===== config.mk =====
export PLATFORM = sky130hd
export DESIGN_NAME = mssc_bank
export DESIGN_NICKNAME = d
export VERILOG_FILES = /design/src/rtl/mssc_bank.v /design/src/rtl/mssc_snoop_decide.v /design/src/rtl/mssc_sampler.v
export VERILOG_INCLUDE_DIRS = /design/src /design/src/rtl
export SDC_FILE = /design/constraint.sdc
export NUM_CORES = 1
export LEC_CHECK = 0
export ABC_AREA = 1
export BUFFER_PORTS_ARGS = -buffer_cell sky130_fd_sc_hd__buf_2
export CAP_MARGIN = 10
export CORE_MARGIN = 3
export CORE_UTILIZATION = 37
export DETAILED_ROUTE_END_ITERATION = 8
export PLACE_DENSITY_LB_ADDON = 0.1
export SLEW_MARGIN = 0
export SYNTH_ARGS = -nofsm -noshare
export SYNTH_HDL_FRONTEND = slang
export SYNTH_SLANG_ARGS = --single-unit
export TNS_END_PERCENT = 30

===== constraint.sdc =====
create_clock -name sys_clk -period 6.3 [get_ports sys_clk]
set_input_delay 0 -clock sys_clk [delete_from_list [all_inputs] [get_ports sys_clk]]
set_output_delay 0 -clock sys_clk [all_outputs]
set_load 0.03 [all_outputs]

===== src/rtl/mssc_defs.vh =====
// constants for the mirror sampling and snoop control bank
// assumes inclusion by bare name from design files
`ifndef MSSC_DEFS_VH
`define MSSC_DEFS_VH
`define MSSC_ADDR_W 8
`define MSSC_OFF_DIVISOR 8'h1E
`define MSSC_OFF_MATCH_LO 8'h20
`define MSSC_OFF_MATCH_HI 8'h24
`define MSSC_OFF_PART_ID 8'h30
`define MSSC_OFF_REVISION 8'h40
`define MSSC_OFF_SNOOP 8'h50
`define MSSC_OFF_MIRROR_CTRL 8'h1C
`define MSSC_RST_DIVISOR 10'h000
`define MSSC_RST_MATCH 48'h000000000000
`define MSSC_RST_SNOOP 32'h00000000
`define MSSC_RST_MIRROR_CTRL 16'h0000
`define MSSC_DIV_MSB 9
`define MSSC_FILT_LSB 14
`define MSSC_FILT_MSB 15
`define MSSC_DIV_EN_BIT 13
`define MSSC_FILT_ALL 2'h0
`define MSSC_FILT_DA 2'h1
`define MSSC_FILT_SA 2'h2
`define MSSC_BIT_IGMP_QUERY_SNOOP_ENABLE 11
`define MSSC_BIT_IGMP_QRY_TRAP 12
`define MSSC_BIT_IGMP_UNKNOWN_SNOOP_ENABLE 13
`define MSSC_BIT_IGMP_UKN_TRAP 14
`define MSSC_BIT_MLD_RD_EN 15
`define MSSC_BIT_MLD_RD_TRAP 16
`define MSSC_BIT_MLD_QUERY_SNOOP_ENABLE 17
`define MSSC_BIT_MLD_QRY_TRAP 18
`define MSSC_SNOOP_MSB 18
`define MSSC_PART_ID_VAL 32'h00A5C0DE
`define MSSC_REVISION_VAL 8'h01
`endif


===== src/rtl/mssc_bank.v =====
// register bank for egress mirror sampling and protocol snooping
// assumes a single-cycle strobe register port and frame info on sys_clk
//
// Overview of operation
// RQ1: enabled sampling mirrors one in divisor+1
// RQ2: sampling counts only filter-passing frames
// RQ3: 48-bit match address compared per mode
// RQ4: fixed read-only part identifier word
// RQ5: fixed read-only silicon revision byte
// RQ6: bit 17 enables MLD query snooping
// RQ7: bit 18 traps MLD query to CPU
// RQ8: bit 15 enables MLD report/done snooping
// RQ9: bit 16 traps MLD report/done to CPU
// RQ10: bit 13 enables IGMP unknown snooping
// RQ11: bit 14 traps IGMP unknown to CPU
// RQ12: bit 11 enables IGMP query snooping
// RQ13: bit 12 traps IGMP query to CPU
// RQ14: match mode: all, DA, SA, reserved
// RQ15: control bit 13 enables the divisor
// RQ16: trap bit only matters when enabled
// RQ17: divisor or enable change restarts count
//
// Decided for this implementation: the address-and-strobe port.
`timescale 1ns/1ps
`include "mssc_defs.vh"
module mssc_bank (
  input wire sys_clk,
  input wire rst,
  input wire [7:0] reg_addr,
  input wire [31:0] reg_wdata,
  input wire reg_wr,
  input wire reg_rd,
  output reg [31:0] reg_rdata,
  input wire frame_valid,
  input wire [47:0] frame_da,
  input wire [47:0] frame_sa,
  input wire frame_port_sel,
  input wire is_igmp_query,
  input wire is_igmp_unknown,
  input wire is_mld_query,
  input wire is_mld_report_done,
  output reg mirror_out,
  output reg copy_to_cpu,
  output reg cpu_only
);
  // ****************************************
  // registers
  // ****************************************
  reg [15:0] mirror_ctrl_q;
  reg [9:0] divisor_q;
  reg [47:0] egress_match_address_q;
  reg [31:0] snoop_q;
  reg [31:0] rdata_d;
  wire [31:0] part_identifier;
  wire [7:0] silicon_revision;
  // RQ4 fixed identifier, arbitrary value
  assign part_identifier = `MSSC_PART_ID_VAL;
  // RQ5 fixed revision, arbitrary value
  assign silicon_revision = `MSSC_REVISION_VAL;
  always @(posedge sys_clk)
  begin
    if (rst)
    begin
      mirror_ctrl_q <= `MSSC_RST_MIRROR_CTRL;
      divisor_q <= `MSSC_RST_DIVISOR;
      egress_match_address_q <= `MSSC_RST_MATCH;
      snoop_q <= `MSSC_RST_SNOOP;
    end
    else if (reg_wr)
    begin
      case (reg_addr)
        `MSSC_OFF_MIRROR_CTRL: mirror_ctrl_q <= reg_wdata[15:0];
        `MSSC_OFF_DIVISOR: divisor_q <= reg_wdata[`MSSC_DIV_MSB:0];
        // RQ3 match address store
        `MSSC_OFF_MATCH_LO: egress_match_address_q[31:0] <= reg_wdata;
        `MSSC_OFF_MATCH_HI: egress_match_address_q[47:32] <= reg_wdata[15:0];
        `MSSC_OFF_SNOOP: snoop_q <= {13'h0000, reg_wdata[`MSSC_SNOOP_MSB:0]};
        default: ;
      endcase
    end
  end
  // ****************************************
  // read port
  // ****************************************
  always @*
  begin
    rdata_d = 32'h00000000;
    case (reg_addr)
      `MSSC_OFF_MIRROR_CTRL: rdata_d = {16'h0000, mirror_ctrl_q};
      `MSSC_OFF_DIVISOR: rdata_d = {22'h000000, divisor_q};
      `MSSC_OFF_MATCH_LO: rdata_d = egress_match_address_q[31:0];
      `MSSC_OFF_MATCH_HI: rdata_d = {16'h0000, egress_match_address_q[47:32]};
      `MSSC_OFF_PART_ID: rdata_d = part_identifier;
      `MSSC_OFF_REVISION: rdata_d = {24'h000000, silicon_revision};
      `MSSC_OFF_SNOOP: rdata_d = snoop_q;
      default: rdata_d = 32'h00000000;
    endcase
  end
  always @(posedge sys_clk)
  begin
    if (rst)
      reg_rdata <= 32'h00000000;
    else if (reg_rd)
      reg_rdata <= rdata_d;
    else
      reg_rdata <= 32'h00000000;
  end
  // ****************************************
  // egress mirror filter and sampler
  // ****************************************
  wire [1:0] filt_mode;
  reg filt_pass;
  wire samp_pass;
  assign filt_mode = mirror_ctrl_q[`MSSC_FILT_MSB:`MSSC_FILT_LSB];
  // RQ14 match mode select
  always @*
  begin
    case (filt_mode)
      `MSSC_FILT_ALL: filt_pass = 1'b1;
      // RQ3 destination and source compare
      `MSSC_FILT_DA: filt_pass = (frame_da == egress_match_address_q);
      `MSSC_FILT_SA: filt_pass = (frame_sa == egress_match_address_q);
      default: filt_pass = 1'b0;
    endcase
  end
  // RQ2 only filtered frames counted
  // RQ15 divisor enable bit
  // RQ1 one in n sampler
  // RQ17 restart on change
  mssc_sampler u_sampler (
    .sys_clk(sys_clk),
    .rst(rst),
    .div_enable(mirror_ctrl_q[`MSSC_DIV_EN_BIT]),
    .divisor(divisor_q),
    .qualify(frame_valid & frame_port_sel & filt_pass),
    .pass(samp_pass)
  );
  // ****************************************
  // protocol snooping
  // ****************************************
  wire [3:0] cls_copy;
  wire [3:0] cls_only;
  // RQ12 RQ13 IGMP query
  mssc_snoop_decide u_igmp_qry (
    .snoop_enable(snoop_q[`MSSC_BIT_IGMP_QUERY_SNOOP_ENABLE]),
    .trap_only(snoop_q[`MSSC_BIT_IGMP_QRY_TRAP]),
    .class_hit(is_igmp_query),
    .copy_to_cpu(cls_copy[0]),
    .cpu_only(cls_only[0])
  );
  // RQ10 RQ11 IGMP unknown
  mssc_snoop_decide u_igmp_ukn (
    .snoop_enable(snoop_q[`MSSC_BIT_IGMP_UNKNOWN_SNOOP_ENABLE]),
    .trap_only(snoop_q[`MSSC_BIT_IGMP_UKN_TRAP]),
    .class_hit(is_igmp_unknown),
    .copy_to_cpu(cls_copy[1]),
    .cpu_only(cls_only[1])
  );
  // RQ8 RQ9 MLD report/done
  mssc_snoop_decide u_mld_rd (
    .snoop_enable(snoop_q[`MSSC_BIT_MLD_RD_EN]),
    .trap_only(snoop_q[`MSSC_BIT_MLD_RD_TRAP]),
    .class_hit(is_mld_report_done),
    .copy_to_cpu(cls_copy[2]),
    .cpu_only(cls_only[2])
  );
  // RQ6 RQ7 MLD query
  mssc_snoop_decide u_mld_qry (
    .snoop_enable(snoop_q[`MSSC_BIT_MLD_QUERY_SNOOP_ENABLE]),
    .trap_only(snoop_q[`MSSC_BIT_MLD_QRY_TRAP]),
    .class_hit(is_mld_query),
    .copy_to_cpu(cls_copy[3]),
    .cpu_only(cls_only[3])
  );
  // RQ16 decisions registered
  always @(posedge sys_clk)
  begin
    if (rst)
    begin
      mirror_out <= 1'b0;
      copy_to_cpu <= 1'b0;
      cpu_only <= 1'b0;
    end
    else
    begin
      mirror_out <= samp_pass;
      cpu_only <= frame_valid & (|cls_only);
      copy_to_cpu <= frame_valid & (|cls_copy) & ~(|cls_only);
    end
  end
endmodule // mssc_bank


===== src/rtl/mssc_snoop_decide.v =====
// one message class: snoop enable plus trap mode to delivery choice
// assumes class match comes from the frame classifier on the same clock
`timescale 1ns/1ps
module mssc_snoop_decide (
  input wire snoop_enable,
  input wire trap_only,
  input wire class_hit,
  output wire copy_to_cpu,
  output wire cpu_only
);
  // mode bit only counts while enabled
  assign copy_to_cpu = class_hit & snoop_enable & ~trap_only;
  assign cpu_only = class_hit & snoop_enable & trap_only;
endmodule // mssc_snoop_decide


===== src/rtl/mssc_sampler.v =====
// egress mirror one-in-n sampler
// assumes qualify pulses come from the same clock
`timescale 1ns/1ps
`include "mssc_defs.vh"
module mssc_sampler (
  input wire sys_clk,
  input wire rst,
  input wire div_enable,
  input wire [9:0] divisor,
  input wire qualify,
  output wire pass
);
  reg [9:0] count_q;
  reg [9:0] count_d;
  reg [9:0] div_last_q;
  reg en_last_q;
  wire restart;
  assign restart = (divisor != div_last_q) | (div_enable != en_last_q);
  // first frame of each period passes
  assign pass = qualify & (~div_enable | restart | (count_q == 10'h000));
  always @*
  begin
    count_d = count_q;
    if (qualify)
    begin
      if (restart || count_q == divisor)
        count_d = (divisor == 10'h000 || restart) ? ((divisor == 10'h000) ? 10'h000 : 10'h001) : 10'h000;
      else
        count_d = count_q + 10'h001;
    end
    else if (restart)
      count_d = 10'h000;
  end
  always @(posedge sys_clk)
  begin
    if (rst)
    begin
      count_q <= 10'h000;
      div_last_q <= `MSSC_RST_DIVISOR;
      en_last_q <= 1'b0;
    end
    else
    begin
      count_q <= count_d;
      div_last_q <= divisor;
      en_last_q <= div_enable;
    end
  end
endmodule // mssc_sampler


======== Word-level counts from Yosys, hierarchy flattened ========
Cells that the tools add are included.
storage, ports and cells
  flip-flop bits (word level) ............. 149
  logic and storage cells ................. 76
  memories ................................ 0
  input port bits ......................... 146
  bits in writable memories ............... 0
  memory bits (read-only) ................. 0
  bits in latches ......................... 0
  output and inout port bits .............. 35
cells by class
  order comparisons ....................... 0
  add/sub/neg operators ................... 1
  eq/ne operators ......................... 14
  muxes and demuxes ....................... 7
  divide/modulo/power cells ............... 0
  bitwise operators ....................... 28
  shift operators ......................... 0
  $mul .................................... 0
  reductions and logical operators ........ 14
operators with widths
  operator                 count
  $pmux W32 S7             1
  $eq A48 B48 Y1           2
  $mux W10                 4
  $eq A8 B6 Y1 const B     3
  $logic_not A10 Y1        2
  $and A1 B1 Y1            18
  $eq A8 B5 Y1 const B     2
  $eq A8 B7 Y1 const B     2
  $add A10 B1 Y10 const B  1
  $eq A10 B10 Y1           1
  $ne A10 B10 Y1           1
  $reduce_and A2 Y1        5
  $reduce_or A4 Y1         2
  $not A1 Y1               7
  $or A1 B1 Y1             3
  $pmux W1 S3              1
  $eq A2 B1 Y1 const B     1
  $eq A2 B2 Y1 const B     1
  $logic_not A2 Y1         1
  $logic_or A1 B1 Y1       2
  $reduce_bool A2 Y1       1
  $reduce_or A2 Y1         1
  $mux W1                  1
  $ne A1 B1 Y1             1

======== Depth between registers and ports, before layout ========
Gate-level depths: netlist of run 1.
  depth in word-level cells ............... 6
  mapped depth ............................ 19

======== Hierarchy ========
A second synthesis of run 1 with hierarchy kept.
unflattened totals
  cells, all modules ...................... 1210
  area total of the unflattened synthesis .. 7830.0 sq um
modules (own cells, without submodules)
  module             cells each  seq. area each (sq um)  times used  area each (sq um)
  mssc_bank          983         2562.5                  1           6466.2
  mssc_sampler       211         420.4                   1           1303.8
  mssc_snoop_decide  4           0.0                     4           15.0

======== Worst setup path after synthesis of run 1 ========
Ideal clock, no wire load.
  path kind ............................... reg2reg
  start ................................... reg mirror_ctrl_q[14]
  end ..................................... reg u_sampler.count_q[3]
  cell stages (with the launch flop) ...... 19
  buffers on the path ..................... 2
  setup slack ............................. 4.308 ns
  required time ........................... 6.166 ns
  arrival time ............................ 1.858 ns
  setup time .............................. 0.134 ns
  period minus slack after synthesis ...... 1.992 ns
  cells stage by stage .................... dfxtp_1 -> inv_1 -> ha_1 -> inv_2 -> buf_2 -> nand2_1 -> nand3_1 -> nand2_1 -> nor2_1 -> nand2_1 -> nor2_1 -> nand2_1 -> nor2_1 -> nand2_1 -> nand2_1 -> nand2_1 -> buf_2 -> nand3_1 -> a21oi_1
between the ends
  word-level cells in the longest chain between the ends .. 4
RTL lines
  element                                         RTL line           source
  start, declared                                 mssc_bank.v:49     reg [15:0] mirror_ctrl_q;
  start signal, assigned                          mssc_bank.v:64     mirror_ctrl_q <= `MSSC_RST_MIRROR_CTRL;
  start signal, assigned                          mssc_bank.v:72     `MSSC_OFF_MIRROR_CTRL: mirror_ctrl_q <= reg_wdata[15:0];
  $eq A2 B2 Y1, or another cell as far along      mssc_bank.v:118    case (filt_mode)
  $pmux W1 S3 (*)                                 mssc_bank.v:118
  $and A1 B1 Y1 (*)                               mssc_bank.v:135    .qualify(frame_valid & frame_port_sel & filt_pass),
  $mux W10 or $reduce_bool A2 Y1 (tied branches)  -
  end signal, assigned                            mssc_sampler.v:44  count_q <= count_d;
  end, declared                                   mssc_sampler.v:13  reg [9:0] count_q;
Mark *: on every way between the ends. The rest lies on a longest branch, timed or not.
A chain may end at the register's enable or synchronous reset.

======== Worst setup path after layout of run 1 ========
  start ................................... reg mirror_ctrl_q[14]
  end ..................................... reg u_sampler.count_q[1]
The elaborated chain is that of the path after synthesis.

==> results.cfg, run 1 <==
[run_status]
status = completed

[sta]
fin_crit_sh_pct = 63.9
setup-violations-final = 0
setup_tns_ps = 0
slew_headroom_pct = 27.9
fin_skew_ps = 7.76
hold_ws_ps = 47.2
finalMaxSlewViolations = 0
hold_viol_final = 0
rsz0062_at_grt = false
fmax_mhz = 249
worstMarginPinSlew_ps = 1080
final.setup.worst_slack_ps = 2280
post-route-min-period_ps = 4020

[global_routing]
grt_overflow = 0
grt_max_degree = 71
antenna_found_initial = 0
grt_pass1_vias = 7725
grt_pass1_wl_mm = 41.7
track_usage_pct = 24.2

[final_layout]
nNetsFinal = 1464
fin_cells = 1591
num-fill-cells = 2119
final_layout_size_suffix_gt1_share_pct = 17.0
antenna_cells = 0
syn_to_final_growth_pct = 26.7
post-route-util_pct = 48.1

[routing]
num_vias = 8016
firstDrtPassIters = 5
ant_nets = 0
drt-initial-drc-count = 631
wl_mm = 26.8
wl_per_cell_um = 16.8
vias_per_cell = 5.04
drc = 0

[floorplan]
core_area_um2 = 19700
ios = 181
die_w_um = 148
die-height_um = 148
dieArea_um2 = 21900
fp-row-count = 51
start_util_pct = 38.0

[logic_synthesis]
synthesis.nets = 1277
syn_area_um2 = 7460
ys_ff_latch = 149
ys_async_sr_fraction_pct = 0
seq_area_frac_synth_pct = 40.0
synth_cells = 1126
ys_warn_count = 0
synth_cell_types = 34
syn_avg_cell_area_um2 = 6.62
postSynth.topFlopCell = dfxtp_1
synth_edf_count = 0

[power_and_ir_drop]
pwr-share-clk_pct = 48.0
pwr-share-comb_pct = 7.8
ir_drop_mv = 0.179
p_int_mw = 1.58
p_per_area_nw_per_um2 = 226
leakage_nw = 4.29
pwr-share-seq_pct = 44.2
power_switching_uw = 560
swShare_pct = 26.2

[setup_path]
crit_path_end = u_sampler.count_q[1]
endpoint_kind = register
required_ps = 6580
path_class = reg2reg
crit_path_start = mirror_ctrl_q[14]
worst_r2r_path_depth = 17
r2r_start = mirror_ctrl_q[14]
rr_endpoint = u_sampler.count_q[1]
crit_fanout = 51
critPathLaunchType = register
arrival_ps = 4310
rrSetupSlack_ps = 2280

[clock_network]
ctsResizeCount = 0
cts_tree = yes
clkTransAtPathRegs_ps = 70
cts-root-buf = clkbuf_16
cts-buffers-inserted = 17
clock_latency_ps = 430
cts_max_level = 4
cts.sinks = 149
cts_max_path_buffers = 2

[place]
post-place-ws_ps = 2310
io_buffer_count = 180
placed_cells = 1522
dpl.hpwl_mm = 19.6
place.gp.congestion = 0.943

[run]
cap_viol_max_count = 0

[hold_path]
hold_path_class = in2reg
==> layout by cell type (no fill, tap or decap), drive strengths merged <==
| cell type | count |
|---|---|
| a21oi | 102 |
| a31oi | 2 |
| nand3 | 81 |
| a2111oi | 8 |
| o211ai | 1 |
| o21ai | 79 |
| nand2 | 303 |
| nand4 | 15 |
| a311oi | 1 |
| nor3 | 27 |
| ha | 5 |
| nand3b | 1 |
| dfxtp | 149 |
| and3 | 1 |
| buf | 186 |
| nor2 | 91 |
| clkbuf | 17 |
| clkinv | 5 |
| or2 | 1 |
| a211oi | 14 |
| bufinv | 1 |
| o22ai | 20 |
| o221ai | 2 |
| nor4 | 6 |
| xnor2 | 6 |
| a221oi | 5 |
| xor2 | 13 |
| inv | 145 |
| dlygate4sd3 | 37 |
| clkinvlp | 2 |
==> layer usage <==
metal	up-vias	wire, µm	global-route usage [%]
met1	3666	12100	32.6
li1	4060	-	-
met4	0	501	6.61
met3	28	1580	4.02
met5	-	0	0
met2	262	12500	40.4
==> flip-flops by register name, indices dropped and copies added (netlist names) <==
signal / count
reg_rdata: 32
mirror_ctrl_q: 16
u_sampler.count_q: 10
snoop_q: 19
u_sampler.en_last_q: 1
divisor_q: 10
cpu_only: 1
mirror_out: 1
u_sampler.div_last_q: 10
egress_match_address_q: 48
copy_to_cpu: 1
==> logic make-up after synthesis <==
group | synth area share, %
AO/OA/AOI/OAI | 17.4
XOR/XNOR | 2.23
adder cells (fa/ha/maj) | 0.839
buffers and inverters | 10.3
flip-flops | 40.0
AND/OR/NAND/NOR | 29.3
==> power groups by stage <==
stage	registers, mW	logic, mW	clock network, mW
floorplan	0.966	0.0674	0
global placement	0.966	0.150	0
detailed placement	0.966	0.149	0
CTS	0.944	0.166	1.04
global route	0.944	0.186	1.08
finish	0.944	0.167	1.03
==> worst min path at each step <==
| stage | startpoint | end | slack, ps | depth (start not counted) |
|---|---|---|---|---|
| global placement | reg_wdata[21] | egress_match_address_q[21] | 280 | 3 |
| floorplan | reg_wdata[0] | mirror_ctrl_q[0] | 130 | 2 |
| global route | reg_wr | snoop_q[10] | 50 | 3 |
| CTS | reg_wr | snoop_q[3] | 30 | 3 |
| detailed placement | frame_valid | cpu_only | 280 | 3 |
| finish | reg_wr | snoop_q[6] | 50 | 3 |
==> critical path, cell delays in order, from the launching register on <==
cell and delay, ps:
dfxtp_1 310, inv_1 120, ha_2 860, inv_2 630, nand2_1 230, nand2_1 70, nand2_1 80, nand2_1 50
nor2_1 190, nand2_1 70, nor2_1 130, nand2_1 90, nor2_1 90, nand2_1 70, nand2_1 290, nand2_1 340
nand3_1 160, a21oi_1 70
==> synthesized netlist by cell type (all sizes together) (5+ instances only) <==
cell type / n / share of area, %
nor2: 91 / 4.6
ha: 5 / 0.84
nand3: 81 / 5.4
o21ai: 79 / 5.3
nor3: 27 / 1.9
inv: 136 / 6.8
a2111oi: 8 / 0.94
nor4: 6 / 0.50
xnor2: 6 / 0.70
a21oi: 102 / 6.8
clkbuf: 36 / 1.8
nand4: 15 / 1.3
buf: 19 / 1.5
o22ai: 20 / 1.7
a211oi: 14 / 1.4
xor2: 13 / 1.5
dfxtp: 149 / 40
nand2: 303 / 15
a221oi: 5 / 0.59
==> cell type report <==
class	instances	area, µm²	share of cell area (%)
multi-input cells	784	3710	39.3
inverters	138	518	5.48
flip-flops and latches	149	2980	31.6
well taps	265	332	3.51
repair buffers	223	1320	13.9
clock inverters	15	161	1.71
clock buffers	17	425	4.50
==> what timing repair did <==
| action | CTS | global route |
|---|---|---|
| hold endpoints to repair | 93 | 0 |
| hold buffers | 37 | 0 |
| setup buffers | 0 | 0 |
==> through the flow <==
stage / area, µm² / power (mW)
final: 9450 / 2.14
after CTS: 9450 / 2.15
after detailed placement: 8490 / 1.11
after floorplan: 7460 / 1.03
after global placement: 8490 / 1.12
after global routing: 9450 / 2.21
(Power assumes the default switching activity.)
==> run 2: changes to the inputs <==
Clock period 6.3 ns to 3.8 ns, I/O delays scaled along.
==> run 2 against run 1 <==
Compared with the run above: cell count is 0.44% higher; routed wire length up 1.6%; sequential power grew 66%; count of clock-buffer cells in the layout rose by 4; worst setup slack lost 1600 ps; critical endpoint is now u_sampler.count_q[3]; largest cell class unchanged.
==> results.cfg, run 2 (synthesis results as in run 1) <==
[run_status]
status = completed

[routing]
drt-initial-drc-count = 609
drc = 0
ant_nets = 0
num_vias = 8020
firstDrtPassIters = 6
wl_mm = 27.2
vias_per_cell = 5.02
wl_per_cell_um = 17.0

[hold_path]
whs_path_depth = 3
hold_path_class = in2reg
min_to = snoop_q[3]
worstHoldStart = reg_wr

[floorplan]
dieArea_um2 = 21900
die_w_um = 148
core_area_um2 = 19700
ios = 181
fp-row-count = 51
die-height_um = 148
start_util_pct = 38.0

[power_and_ir_drop]
swShare_pct = 23.4
power_mw = 3.66
power_switching_uw = 857
p_per_area_nw_per_um2 = 383
ir_drop_mv = 0.311
p_int_mw = 2.81
leakage_nw = 4.34
pwr-share-seq_pct = 42.8
pwr-share-clk_pct = 49.5
pwr-share-comb_pct = 7.7

[sta]
finalMaxSlewViolations = 0
rsz0062_at_grt = false
fin_skew_ps = 8.99
post-route-min-period_ps = 3140
worstMarginPinSlew_ps = 952
fmax_mhz = 318
setup_tns_ps = 0
setup-violations-final = 0
hold_viol_final = 0
hold_ws_ps = 58.1
slew_headroom_pct = 36.3
fin_crit_sh_pct = 82.7

[setup_path]
critPathLaunchType = register
crit_path_start = mirror_ctrl_q[14]
path_buf_inv = 2
path_class = reg2reg
crit_chain = inv_1, ha_2, buf_4, nand2_1, nand3_1, nand2_1, nor2_1, nand2_1, nor2_1, nand2_1, nor2_1, nand2_1, nand2_1, nand2_1, nand3_1, a21oi_1
rrSetupSlack_ps = 660
critPathSlowestCell = buf_4
cp_top_family = simple AND/OR/NAND/NOR gates
r2r_start = mirror_ctrl_q[14]
path_common_cell = nand2_1
critPathMaxStageDelay_ps = 450
arrival_ps = 3430
worst_r2r_path_depth = 16
endpoint_kind = register
rr_endpoint = u_sampler.count_q[3]
crit_fanout = 48
required_ps = 4080

[clock_network]
clkTransAtPathRegs_ps = 60
clock_latency_ps = 430
cts_max_path_buffers = 2
cts-root-buf = clkbuf_16
cts-buffers-inserted = 17
cts.sinks = 149
cts_tree = yes
cts_max_level = 4

[global_routing]
grt_pass1_vias = 7585
track_usage_pct = 24.6
grt_max_degree = 67
grt_overflow = 0
antenna_found_initial = 0
grt_pass1_wl_mm = 41.7

[final_layout]
reg_top3 = egress_match_address_q x48, reg_rdata x32, snoop_q x19
largest_register = egress_match_address_q
seqCellArea_um2 = 2980
final_layout_size_suffix_gt1_share_pct = 17.1
multi_input_area_um2 = 3710
syn_to_final_growth_pct = 28.2
largest_reg_flops = 48
num-fill-cells = 2034
layout_common_cells = nand2_1 (302), buf_2 (180), dfxtp_1 (149)
final_common_cell = nand2_1
nNetsFinal = 1470

[run]
cap_viol_max_count = 0

[place]
dpl.hpwl_mm = 20.0
place.gp.congestion = 0.940
io_buffer_count = 180
run 2: worst min-delay path, cell delays in order:
cell,delay [ps]
buf_2,240
nand3_1,140
a21oi_1,60
run 2: metal layers:
metal  part of all wire (%)  vias to the layer above  wire length (µm)  track usage (%)
met1                     44                     3613             12000             33.0
li1                       -                     4076                 -                -
met3                    7.1                       30              1930             4.38
met4                    2.4                        0               646             7.67
met5                      0                        -                 0                0
met2                     46                      301             12600             40.3
run 2: timing repair:
action | in CTS | in global routing
resized for setup | 0 | 0
buffers inserted | 0 | 0
hold buffers | 38 | 0
endpoints found under the hold margin | 94 | 0
run 2: power groups by stage:
stage	registers, mW	clock network [mW]	logic (mW)
floorplan	1.60	0	0.112
global placement	1.60	0	0.255
detailed placement	1.60	0	0.253
CTS	1.57	1.83	0.281
global route	1.57	1.91	0.313
finish	1.57	1.81	0.284
run 2: area by class of cell:
| cell class | count | share of cell area, % |
|---|---|---|
| Multi-Input combinational cell | 784 | 38.8 |
| Sequential cell | 149 | 31.2 |
| Timing Repair Buffer | 229 | 14.5 |
| Inverter | 138 | 5.42 |
| Clock buffer | 21 | 4.71 |
| Tap cell | 265 | 3.47 |
| Clock inverter | 11 | 1.83 |
| Antenna cell | 1 | 0.0262 |
run 2: worst max path at each step:
stage                     cells past startpoint                   end  slack [ps]
after floorplan                              18  u_sampler.count_q[3]        1810
after global placement                       16  u_sampler.count_q[1]         730
after detailed placement                     16  u_sampler.count_q[3]         680
after CTS                                    16  u_sampler.count_q[3]         670
after global routing                         16  u_sampler.count_q[3]         340
final                                        16  u_sampler.count_q[3]         660
run 2: per-stage QoR:
stage               std cells  area [µm²]  setup slack (ps)  utilization [%]
floorplan                1126        7460              1810                -
global placement         1527        8550               732             43.5
detailed placement       1527        8550               682             43.5
CTS                      1597        9560               666             48.6
global route             1597        9560               344             48.6
finish                   1598        9560               657             48.7
==> run 3: changes to the inputs <==
Clock period 3.8 ns to 2.78 ns, I/O delays scaled along.
==> run 3 against run 2 <==
Compared with the run above: utilization up 0.22 points; sequential cell count unchanged; sequential power up 36%; critical path depth up 1; first-iteration DRC count down 10%; sequential share of layout area down 0.14 points; worst hold slack worse by 12 ps; routed wire length down 1.6%; largest power group unchanged.
==> results.cfg, run 3 (synthesis results as in run 1) <==
[final_layout]
syn_to_final_growth_pct = 28.8
num-fill-cells = 2083
antenna_cells = 0
layout_common_cells = nand2_1 (301), buf_2 (180), dfxtp_1 (149)
post-route-util_pct = 48.9
final_common_cell = nand2_1
largest_register = egress_match_address_q
largest_reg_flops = 48
reg_top3 = egress_match_address_q x48, reg_rdata x32, snoop_q x19
final_layout_size_suffix_gt1_share_pct = 18.1
nNetsFinal = 1481

[setup_path]
r2r_start = mirror_ctrl_q[14]
required_ps = 3130
crit_fanout = 16
rr_endpoint = u_sampler.count_q[2]
path_class = reg2reg
worst_r2r_path_depth = 17
endpoint_kind = register
rrSetupSlack_ps = 310
critPathLaunchType = register
arrival_ps = 2830

[floorplan]
start_util_pct = 38.0
die-height_um = 148
die_w_um = 148
ios = 181
fp-row-count = 51
core_area_um2 = 19700
dieArea_um2 = 21900

[routing]
ant_nets = 0
num_vias = 8028
wl_mm = 26.8
drc = 0
vias_per_cell = 4.99
drt-initial-drc-count = 546
wl_per_cell_um = 16.6
firstDrtPassIters = 7

[clock_network]
post_cts_buffers = 0
cts-root-buf = clkbuf_16
cts_tree = yes
cts_max_path_buffers = 2
clock_latency_ps = 430
cts-buffers-inserted = 17
clkTransAtPathRegs_ps = 70
cts.sinks = 149
cts_max_level = 4

[sta]
rsz0062_at_grt = false
slew_headroom_pct = 39.4
fin_crit_sh_pct = 89.0
fin_skew_ps = 9.05
worstMarginPinSlew_ps = 887
post-route-min-period_ps = 2470
finalMaxSlewViolations = 0
setup-violations-final = 0
fmax_mhz = 404
hold_viol_final = 0
setup_tns_ps = 0

[hold_path]
whs_path_depth = 3
min_to = snoop_q[3]
hold_path_class = in2reg
worstHoldStart = reg_wr

[global_routing]
grt_max_degree = 70
grt_overflow = 0
track_usage_pct = 24.5
antenna_found_initial = 0
grt_pass1_vias = 7807
grt_pass1_wl_mm = 42.2

[power_and_ir_drop]
ir_drop_mv = 0.345
p_per_area_nw_per_um2 = 508
leakage_nw = 4.38

[place]
place.gp.congestion = 0.888
io_buffer_count = 180
dpl.hpwl_mm = 19.9

[run_status]
status = completed

[run]
cap_viol_max_count = 0
==> run 3: worst max path at each step <==
stage / cells after the start / start / to
2_1_floorplan: 18 / mirror_ctrl_q[14] / u_sampler.count_q[3]
3_3_place_gp: 17 / mirror_ctrl_q[14] / u_sampler.count_q[0]
3_5_place_dp: 17 / mirror_ctrl_q[14] / u_sampler.count_q[1]
4_1_cts: 17 / mirror_ctrl_q[14] / u_sampler.count_q[1]
5_1_grt: 17 / mirror_ctrl_q[14] / u_sampler.count_q[7]
6_report: 17 / mirror_ctrl_q[14] / u_sampler.count_q[2]
==> run 3: layout make-up <==
type,count,area (µm²),area share [%]
multi-input cells,784,3720,38.7
flip-flops and latches,149,2980,31.1
repair buffers,240,1470,15.3
inverters,138,520,5.42
clock buffers,17,425,4.43
well taps,265,332,3.45
clock inverters,15,163,1.69
==> run 3: power by group <==
part	internal, mW	switching (mW)
Sequential	2.14	0.00249
Combinational	0.164	0.220
Clock	1.35	1.01
==> run 3: worst max-delay path, cell delays in order, from the launching register on <==
cell     delay (ps)
dfxtp_1         330
inv_1            90
ha_2            230
inv_4           130
buf_4           220
nand2_1         100
nand3_1         100
nand2_1          60
nor2_1           90
nand2_1          60
nor2_1           90
nand2_1          60
nor2_1          160
nand2_1          90
nand2_1         130
buf_4           190
nand4_1          90
a21oi_1         160
==> run 3: repair_timing <==
action	in CTS	in global routing
hold buffers	38	0
hold endpoints to repair	93	0
setup endpoints to repair	0	11
gates resized for setup	0	4
==> run 3: per-layer routing <==
metal / track usage, % / vias up / wire length, µm
met3: 4.45 / 34 / 1650
met1: 32.1 / 3650 / 12000
met4: 7.53 / 0 / 557
met5: 0 / - / 0
li1: - / 4092 / -
met2: 41.0 / 252 / 12500
==> run 3: stage by stage <==
step	setup slack (ps)	total power [mW]	cell area [µm²]	std cells	hold slack (ps)
2_1_floorplan	788	2.34	7460	1126	135
3_3_place_gp	205	2.53	8620	1538	277
3_5_place_dp	148	2.53	8620	1538	284
4_1_cts	133	4.90	9590	1608	35.6
5_1_grt	18.4	5.04	9610	1608	58.9
6_report	306	4.88	9610	1608	45.7
